File: src/verilog/sge_defs.svh
// constants of the serial gain and equalizer configuration block
`ifndef SGE_DEFS_SVH
`define SGE_DEFS_SVH
// configuration word layout
`define SGE_WORD_W 7
`define SGE_SEL_LSB 0
`define SGE_SEL_MSB 1
`define SGE_FIELD_LSB 2
`define SGE_FIELD_MSB 5
`define SGE_OPT_BIT 6
// control register reset values
`define SGE_FINE_RST 4'h0
`define SGE_COARSE_RST 2'h0
`define SGE_EQ_RST 2'h0
`define SGE_ACTIVE_RST 1'b1
// pin vector positions inside the front end
`define SGE_PIN_CS 0
`define SGE_PIN_WE 1
`define SGE_PIN_DIN 2
`define SGE_PIN_OSC 3
`define SGE_PIN_RSEL_LSB 4
`define SGE_PIN_RSEL_MSB 5
`define SGE_PIN_W 6
`define SGE_PIN_RST 6'h03
// oscillator and sampling rates, in Hz
`define SGE_FS_HZ 153600
`define SGE_OSC_HI_HZ 11059200
`define SGE_OSC_MID_HZ 3686400
`define SGE_OSC_LO_HZ 2457600
// half periods of the sampling clock, in oscillator rising edges
`define SGE_HALF_HI (`SGE_OSC_HI_HZ / `SGE_FS_HZ / 2)
`define SGE_HALF_MID (`SGE_OSC_MID_HZ / `SGE_FS_HZ / 2)
`define SGE_HALF_LO (`SGE_OSC_LO_HZ / `SGE_FS_HZ / 2)
`endif

File: src/verilog/sge_pkg.sv
// types of the serial gain and equalizer configuration block
package sge_pkg;
  `include "sge_defs.svh"
  typedef logic [`SGE_WORD_W-1:0] sge_word_t;
  typedef enum logic [1:0] {
    SGE_SEL_EQ = 2'h0,
    SGE_SEL_FINE = 2'h1,
    SGE_SEL_COARSE = 2'h2,
    SGE_SEL_POWER = 2'h3
  } sge_sel_e;
  typedef enum logic [1:0] {
    SGE_RATIO_VSS = 2'h0,
    SGE_RATIO_DGND = 2'h1,
    SGE_RATIO_VDD = 2'h2
  } sge_ratio_e;
endpackage

File: src/verilog/sge_cfg_if.sv
// carrier between the pin front end and the register core
`timescale 1ns/100ps
interface sge_cfg_if;
  logic [6:0] word;
  logic latch;
  logic osc_rise;
  logic osc_level;
  logic [1:0] ratio_sel;
  modport rx (output word, output latch, output osc_rise, output osc_level, output ratio_sel);
  modport core (input word, input latch, input osc_rise, input osc_level, input ratio_sel);
endinterface

File: src/verilog/sge_pin_rx.sv
// pin front end: synchronisers, write strobe shifter, chip-select latch pulse
`timescale 1ns/100ps
`include "sge_defs.svh"
module sge_pin_rx
  import sge_pkg::*;
(
  // clock and reset
  input wire logic i_sys_clk,
  input wire logic i_rst_b,
  // raw pins
  input wire logic i_cs_b,
  input wire logic i_we_b,
  input wire logic i_din,
  input wire logic i_osc_input,
  input wire logic [1:0] i_clock_ratio_select,
  // toward the core
  sge_cfg_if.rx cfg
);
  localparam int W = `SGE_PIN_W;
  // idle level of every pin, loaded by reset so no false edge follows it
  localparam logic [W-1:0] RST_V = `SGE_PIN_RST;

  logic [W-1:0] raw;
  logic [W-1:0] s1_q;
  logic [W-1:0] s2_q;
  logic [W-1:0] s3_q;
  logic [W-1:0] flt_d;
  logic [W-1:0] flt_q;
  logic [`SGE_WORD_W-1:0] shift_q;
  logic latch_q;
  logic osc_rise_q;
  wire we_rise;
  wire cs_rise;
  wire cs_low;

  assign raw = {i_clock_ratio_select, i_osc_input, i_din, i_we_b, i_cs_b};

  // -----------------------------------------------
  // three-stage synchronisers, one per pin bit
  // -----------------------------------------------
  genvar g;
  generate
    for (g = 0; g < W; g++) begin : g_sync
      // a level only counts once stages two and three agree
      assign flt_d[g] = (s2_q[g] == s3_q[g]) ? s3_q[g] : flt_q[g];
      always_ff @(posedge i_sys_clk) begin
        if (!i_rst_b) begin
          s1_q[g] <= RST_V[g];
          s2_q[g] <= RST_V[g];
          s3_q[g] <= RST_V[g];
          flt_q[g] <= RST_V[g];
        end else begin
          s1_q[g] <= raw[g];
          s2_q[g] <= s1_q[g];
          s3_q[g] <= s2_q[g];
          flt_q[g] <= flt_d[g];
        end
      end
    end
  endgenerate

  // edge detection on the filtered levels
  assign cs_low = ~flt_q[`SGE_PIN_CS];
  assign we_rise = flt_d[`SGE_PIN_WE] & ~flt_q[`SGE_PIN_WE] & cs_low;
  assign cs_rise = flt_d[`SGE_PIN_CS] & ~flt_q[`SGE_PIN_CS];

  // -----------------------------------------------
  // serial shifter: first bit in ends up at the top
  // -----------------------------------------------
  always_ff @(posedge i_sys_clk) begin
    if (!i_rst_b) begin
      shift_q <= '0;
      latch_q <= 1'b0;
      osc_rise_q <= 1'b0;
    end else begin
      if (we_rise) begin
        shift_q <= {shift_q[`SGE_WORD_W-2:0], flt_q[`SGE_PIN_DIN]};
      end
      latch_q <= cs_rise;
      osc_rise_q <= flt_d[`SGE_PIN_OSC] & ~flt_q[`SGE_PIN_OSC];
    end
  end

  // older bits fall off the top, so only the last seven survive
  assign cfg.word = shift_q;
  assign cfg.latch = latch_q;
  assign cfg.osc_rise = osc_rise_q;
  assign cfg.osc_level = flt_q[`SGE_PIN_OSC];
  assign cfg.ratio_sel = flt_q[`SGE_PIN_RSEL_MSB:`SGE_PIN_RSEL_LSB];
endmodule

File: src/verilog/sge_top.sv
// serial gain and equalizer configuration block: register bank and sampling clock divider
//
// Overview of operation
// host shifts a seven-bit configuration word in serially, one bit per strobe.
// word bits one and zero select the target control register.
// word bits two to five carry the setting field.
// word bit six is the option bit governing power-down entry and exit.
// with chip-select low, data is sampled on each write strobe rising edge.
// chip-select rising edge applies the last seven sampled bits.
// selects 00, 01, 10 with option one update only the addressed register.
// select 11 with option zero clears power register, entering standby.
// select 11 with option one sets power register, returning to active.
// after power-up the block is active without any write.
// while powered down both analog outputs are high impedance.
// four control registers: fine gain, coarse gain, equalizer step, power bit.
// select 00 takes equalizer step from low two field bits.
// select 01 takes all four field bits as sixteen fine gain steps.
// select 10 takes coarse gain from low two field bits.
// ratio select picks oscillator division giving a 153.6 kHz sampling clock.
// lowest ratio with a 2.56 MHz oscillator gives 160 kHz.
// sampling clock leaves on an open-drain output.
// option bit is shifted first and select bit zero last.
// strobes with chip-select high and option-zero selects 00-10 change nothing.
`timescale 1ns/100ps
`include "sge_defs.svh"
module sge_top
  import sge_pkg::*;
#(
  parameter int P_HALF_HI = `SGE_HALF_HI,
  parameter int P_HALF_MID = `SGE_HALF_MID,
  parameter int P_HALF_LO = `SGE_HALF_LO
)
(
  // clock and reset
  input wire logic i_sys_clk,
  input wire logic i_rst_b,
  // host serial port
  input wire logic i_cs_b,
  input wire logic i_we_b,
  input wire logic i_din,
  // oscillator and ratio strap
  input wire logic i_osc_input,
  input wire logic [1:0] i_clock_ratio_select,
  output logic o_osc_output,
  // sampling clock, open drain
  output logic o_sample_clock_out_o,
  output logic o_sample_clock_out_oe_b,
  // control register contents
  output logic [3:0] o_fine_gain_stage_step,
  output logic [1:0] o_coarse_gain_stage_step,
  output logic [1:0] o_eq_step,
  output logic o_active,
  // analog output enables
  output logic o_gain_analog_out_hiz,
  output logic o_equalizer_analog_out_hiz
);

  // -----------------------------------------------
  // parameter checks
  // -----------------------------------------------
  // the divider counter is six bits wide
  generate
    if (P_HALF_HI < 1 || P_HALF_HI > 63 || P_HALF_MID < 1 || P_HALF_MID > 63 ||
        P_HALF_LO < 1 || P_HALF_LO > 63) begin : g_bad_half
      $error("sge_top: divider half period out of range 1..63");
    end
  endgenerate

  // -----------------------------------------------
  // front end
  // -----------------------------------------------
  sge_cfg_if cfg ();

  sge_pin_rx u_rx (
    .i_sys_clk(i_sys_clk),
    .i_rst_b(i_rst_b),
    .i_cs_b(i_cs_b),
    .i_we_b(i_we_b),
    .i_din(i_din),
    .i_osc_input(i_osc_input),
    .i_clock_ratio_select(i_clock_ratio_select),
    .cfg(cfg.rx)
  );

  // -----------------------------------------------
  // word decode
  // -----------------------------------------------
  logic [1:0] sel;
  logic [3:0] field;
  logic opt;
  wire wr_eq;
  wire wr_fine;
  wire wr_coarse;
  wire wr_power;

  // split the latched word into select, setting and option
  assign sel = cfg.word[`SGE_SEL_MSB:`SGE_SEL_LSB];
  assign field = cfg.word[`SGE_FIELD_MSB:`SGE_FIELD_LSB];
  assign opt = cfg.word[`SGE_OPT_BIT];

  // option zero on selects 00 to 10 writes nothing here
  assign wr_eq = cfg.latch & opt & (sel == SGE_SEL_EQ);
  assign wr_fine = cfg.latch & opt & (sel == SGE_SEL_FINE);
  assign wr_coarse = cfg.latch & opt & (sel == SGE_SEL_COARSE);
  assign wr_power = cfg.latch & (sel == SGE_SEL_POWER);

  // -----------------------------------------------
  // control registers
  // -----------------------------------------------
  logic [3:0] fine_q;
  logic [3:0] fine_d;
  logic [1:0] coarse_q;
  logic [1:0] coarse_d;
  logic [1:0] eq_q;
  logic [1:0] eq_d;
  logic active_q;
  logic active_d;
  logic hiz_q;

  // equalizer and coarse gain ignore the upper two field bits
  assign eq_d = wr_eq ? field[1:0] : eq_q;
  assign fine_d = wr_fine ? field : fine_q;
  assign coarse_d = wr_coarse ? field[1:0] : coarse_q;
  // the option bit itself is the new power bit
  assign active_d = wr_power ? opt : active_q;

  // reset stands for power-up: active, gains at step zero
  always_ff @(posedge i_sys_clk) begin
    if (!i_rst_b) begin
      fine_q <= `SGE_FINE_RST;
      coarse_q <= `SGE_COARSE_RST;
      eq_q <= `SGE_EQ_RST;
      active_q <= `SGE_ACTIVE_RST;
      hiz_q <= ~`SGE_ACTIVE_RST;
    end else begin
      fine_q <= fine_d;
      coarse_q <= coarse_d;
      eq_q <= eq_d;
      active_q <= active_d;
      hiz_q <= ~active_d;
    end
  end

  assign o_fine_gain_stage_step = fine_q;
  assign o_coarse_gain_stage_step = coarse_q;
  assign o_eq_step = eq_q;
  assign o_active = active_q;
  // both analog outputs float together with the power bit
  assign o_gain_analog_out_hiz = hiz_q;
  assign o_equalizer_analog_out_hiz = hiz_q;

  // -----------------------------------------------
  // sampling clock divider
  // -----------------------------------------------
  logic [5:0] half_sel;
  logic [5:0] div_q;
  logic [5:0] div_d;
  logic ck_q;
  logic ck_d;
  logic osc_out_q;
  logic od_data_q;
  wire div_wrap;

  // a 2.56 MHz part on the lowest ratio simply lands at 160 kHz
  assign half_sel = (cfg.ratio_sel == SGE_RATIO_VSS) ? 6'(P_HALF_LO) :
                    (cfg.ratio_sel == SGE_RATIO_DGND) ? 6'(P_HALF_MID) :
                    6'(P_HALF_HI);
  // >= so a strap change mid-count cannot leave the counter stranded
  assign div_wrap = (div_q >= (half_sel - 6'h01));
  assign div_d = !cfg.osc_rise ? div_q : (div_wrap ? 6'h00 : div_q + 6'h01);
  assign ck_d = (cfg.osc_rise && div_wrap) ? ~ck_q : ck_q;

  always_ff @(posedge i_sys_clk) begin
    if (!i_rst_b) begin
      div_q <= 6'h00;
      ck_q <= 1'b1;
      osc_out_q <= 1'b1;
      od_data_q <= 1'b0;
    end else begin
      div_q <= div_d;
      ck_q <= ck_d;
      osc_out_q <= ~cfg.osc_level;
      od_data_q <= 1'b0;
    end
  end

  // open drain: only ever pulls low, high level is a release
  // the data side sits in a flop like every other output and never leaves zero
  assign o_sample_clock_out_o = od_data_q;
  assign o_sample_clock_out_oe_b = ck_q;
  // inverting stage of the oscillator
  assign o_osc_output = osc_out_q;
endmodule

File: config.mk
export PLATFORM = sky130hd
export DESIGN_NAME = sge_top
export DESIGN_NICKNAME = d
export VERILOG_FILES = /design/src/verilog/sge_pkg.sv /design/src/verilog/sge_cfg_if.sv /design/src/verilog/sge_pin_rx.sv /design/src/verilog/sge_top.sv
export VERILOG_INCLUDE_DIRS = /design/src /design/src/verilog
export SDC_FILE = /design/constraint.sdc
export NUM_CORES = 1
export LEC_CHECK = 0
export ABC_AREA = 1
export BUFFER_PORTS_ARGS = -buffer_cell sky130_fd_sc_hd__buf_2
export CORE_MARGIN = 4
export CORE_UTILIZATION = 45
export DETAILED_ROUTE_END_ITERATION = 16
export GPL_TIMING_DRIVEN = 1
export HOLD_SLACK_MARGIN = 0.03
export REMOVE_ABC_BUFFERS = 1
export SLEW_MARGIN = 10
export SYNTH_ARGS = -nofsm -noshare
export SYNTH_HDL_FRONTEND = slang
export SYNTH_SLANG_ARGS = --single-unit
File: constraint.sdc
create_clock -name i_sys_clk -period 3.95 [get_ports i_sys_clk]
set_input_delay 0.395 -clock i_sys_clk [delete_from_list [all_inputs] [get_ports i_sys_clk]]
set_output_delay 0.395 -clock i_sys_clk [all_outputs]
set_load 0.05 [all_outputs]
==> impl_metrics.toml <==
[grt]
grt_max_degree = 40
grtUsageMet2 = 0.189
grt_antenna_before_repair = 0
grtUsageTotal = 0.127
grt_pass1_wl_microns = 5190
met3_usage = 0.0416
overflow = 0
grt_pass1_vias = 1196
use_met1 = 0.162
grt.busiest_layer = "met2"

[power]
power_switching_uw = 186
total_power_uw = 860
clockPowerShare = 0.360
combPwrFrac = 0.028
seqPwrFrac = 0.612
p_per_area_mw_per_mm2 = 416
irDropWorstVdd_v = 0.000256
leakagePower_uw = 0.00102
switching_share = 0.216
p_int_uw = 674

[synthesis]
async_flop_share = 0
seq_area_frac_synth = 0.552
synth-edff-count = 0
synth_top_area_frac = 0.552
syn_area_per_cell_sq_um = 8.29
postSynthCellCount = 223
yosysUniqueCellTypes = 25
synth_area_leaders = "dfxtp_1 55%, nor2_1 9.1%, nand2_1 6.7%"
syn_area_sq_mm = 0.00185
yosysTopAreaCell = "dfxtp_1"
synthFlopType = "dfxtp_1"
synth-seq-cells = 51
yosys_warnings = 0

[placed_design]
gp_congestion = 0.730
placed_cell_area_sq_mm = 0.00197
dp_hpwl_microns = 1980
io_buffers = 20

[layout]
fin_nets = 256
antenna_cells = 0
fillers = 404
final_util = 0.517
multi_input_area_sq_um = 679
syn2layout_area_growth_pct = 11.9
drive_gt1_frac = 0.168
design_area_sq_mm = 0.00207
final_common_cell = "dfxtp_1"
seq_area_sq_mm = 0.00102
layout_common_cells = "51 x dfxtp_1, 45 x nor2_1, 33 x nand2_1, 25 x inv_1"

[route]
drt_wl_total_microns = 2830
first_pass_iters = 4
via_count = 1306
avgRoutedWirePerCell_microns = 9.64
drcViolationCount = 0
drt_iter0_drc = 68
via_per_inst = 4.44
final_antenna_net_count = 0

[clock_network]
clock_tree.buffer_depth = 2
clk_pin_slew_ps = 90
cts_buffers = 5
cts_tree = "built"
cts_hold_repair.buffers = 0
htreeDepth = 2
cts_sinks = 51
post_cts_resize_count = 0
post_cts_buffers = 0
clk_latency_ps = 300
clockRootBuffer = "clkbuf_8"

[critical_path]
path_class = "reg -> reg"
start_kind = "flop"
critPathMaxFanout = 6
reg2reg_slack_ps = 2360
reg2reg_depth = 9
cp-end-kind = "flop"
worst_ep_arrival_time_ps = 1820
worst_ep_required_time_ps = 4180
r2r-start = "u_rx.cfg.ratio_sel[0]"
r2r-end = "div_q[3]"

[sta]
setup_tns_ps = 0
hold_viol = 0
fmax_mhz = 630
tightest_slew_ps = 591
rsz0062_at_grt = "false"
slew_viol_final = 0
maxSlewHeadroom = 0.606
setup_violations = 0
finClkSkew_ps = 3.98
finalCriticalPeriod_ps = 1590
fin_crit_sh = 0.402

[floorplanning]
start_util = 0.462
dieWidth_microns = 72.1
ios = 22
die_h_microns = 72.1
core_area_sq_mm = 0.00400
die_area_sq_mm = 0.00520
row_count = 23

[flow_run]
drv_cap = 0

[worst_hold_path]
hold_path_startpoint = "i_din"
hold_end = "u_rx.s1_q[2]"
hp-class = "in -> reg"
whs_path_depth = 3

[outcome]
status = "completed"
==> Yosys cell counts (2+ instances only) <==
master / n
or2_2: 5
nor2_1: 45
a21oi_1: 7
conb_1: 2
nand3_1: 5
inv_1: 25
inv_2: 2
nor3_2: 2
dfxtp_1: 51
buf_4: 3
buf_2: 3
nand2_1: 33
ha_1: 5
nand4_1: 3
o21ai_0: 20
xor2_1: 2
xnor2_1: 2
==> layer usage <==
metal  part of all wire  vias up  routed length, microns
met5                  0        -                       0
li1                   -      725                       -
met3              0.038        6                     108
met2               0.44       14                    1250
met1               0.50      561                    1420
met4              0.018        0                      51
==> cell type report <==
cell class,count,area share
Clock buffer,6,0.0399
Clock inverter,2,0.00786
Inverter,28,0.0514
Multi-Input combinational cell,137,0.328
Sequential cell,51,0.494
Tap cell,50,0.0302
Timing Repair Buffer,20,0.0484
==> worst max path at each step <==
stage                          start        to  slack (ps)  cells past startpoint
2_1_floorplan  u_rx.cfg.ratio_sel[0]  div_q[0]        2540                      9
3_3_place_gp   u_rx.cfg.ratio_sel[0]  div_q[3]        2440                      9
3_5_place_dp   u_rx.cfg.ratio_sel[0]  div_q[3]        2380                      9
4_1_cts        u_rx.cfg.ratio_sel[0]  div_q[3]        2370                      9
5_1_grt        u_rx.cfg.ratio_sel[0]  div_q[3]        2190                      9
6_report       u_rx.cfg.ratio_sel[0]  div_q[3]        2360                      9
==> critical path, cell delays in order (launching register included) <==
cell	delay [ps]
dfxtp_1	340
or2_2	290
ha_1	270
nand2_1	60
nand2_1	50
nand2_1	60
nand2_1	60
nand2_1	80
nand2_1	150
nor2_1	170
==> sequential cells by signal, summed over array words and instances, names as in the netlist, 2 cells and up <==
register,cells
o_eq_step,2
u_rx.flt_q,3
u_rx.cfg.word,7
o_fine_gain_stage_step,4
u_rx.s3_q,6
u_rx.s1_q,6
div_q,6
u_rx.cfg.ratio_sel,2
u_rx.s2_q,6
o_coarse_gain_stage_step,2
==> power groups by stage <==
stage	Combinational, uW	Clock [uW]	Sequential (uW)
3_5_place_dp	24.6	0	539
3_3_place_gp	24.0	0	538
2_1_floorplan	14.3	0	538
5_1_grt	28.9	343	528
4_1_cts	24.6	325	527
6_report	24.0	310	526
==> kinds of logic (layout without fill, tap and decap cells) <==
logic type,Yosys count,after routing,share of synthesized area
other,2,2,0.00406
and+or+nand+nor,97,97,0.228
adders and majority gates,5,5,0.0339
xor gates and xnor gates,4,4,0.0190
DFF,51,51,0.552
AOI/OAI and AO/OA,28,28,0.0772
muxes,1,1,0.00542
buffers and inverters,35,56,0.0799
==> stage by stage <==
stage / cells / hold WS (ps) / worst slack (ps)
finish: 294 / 269 / 2360
global route: 294 / 264 / 2190
CTS: 294 / 253 / 2370
detailed placement: 286 / 401 / 2380
global placement: 286 / 393 / 2440
floorplan: 216 / 390 / 2540
(Power assumes the default switching activity.)
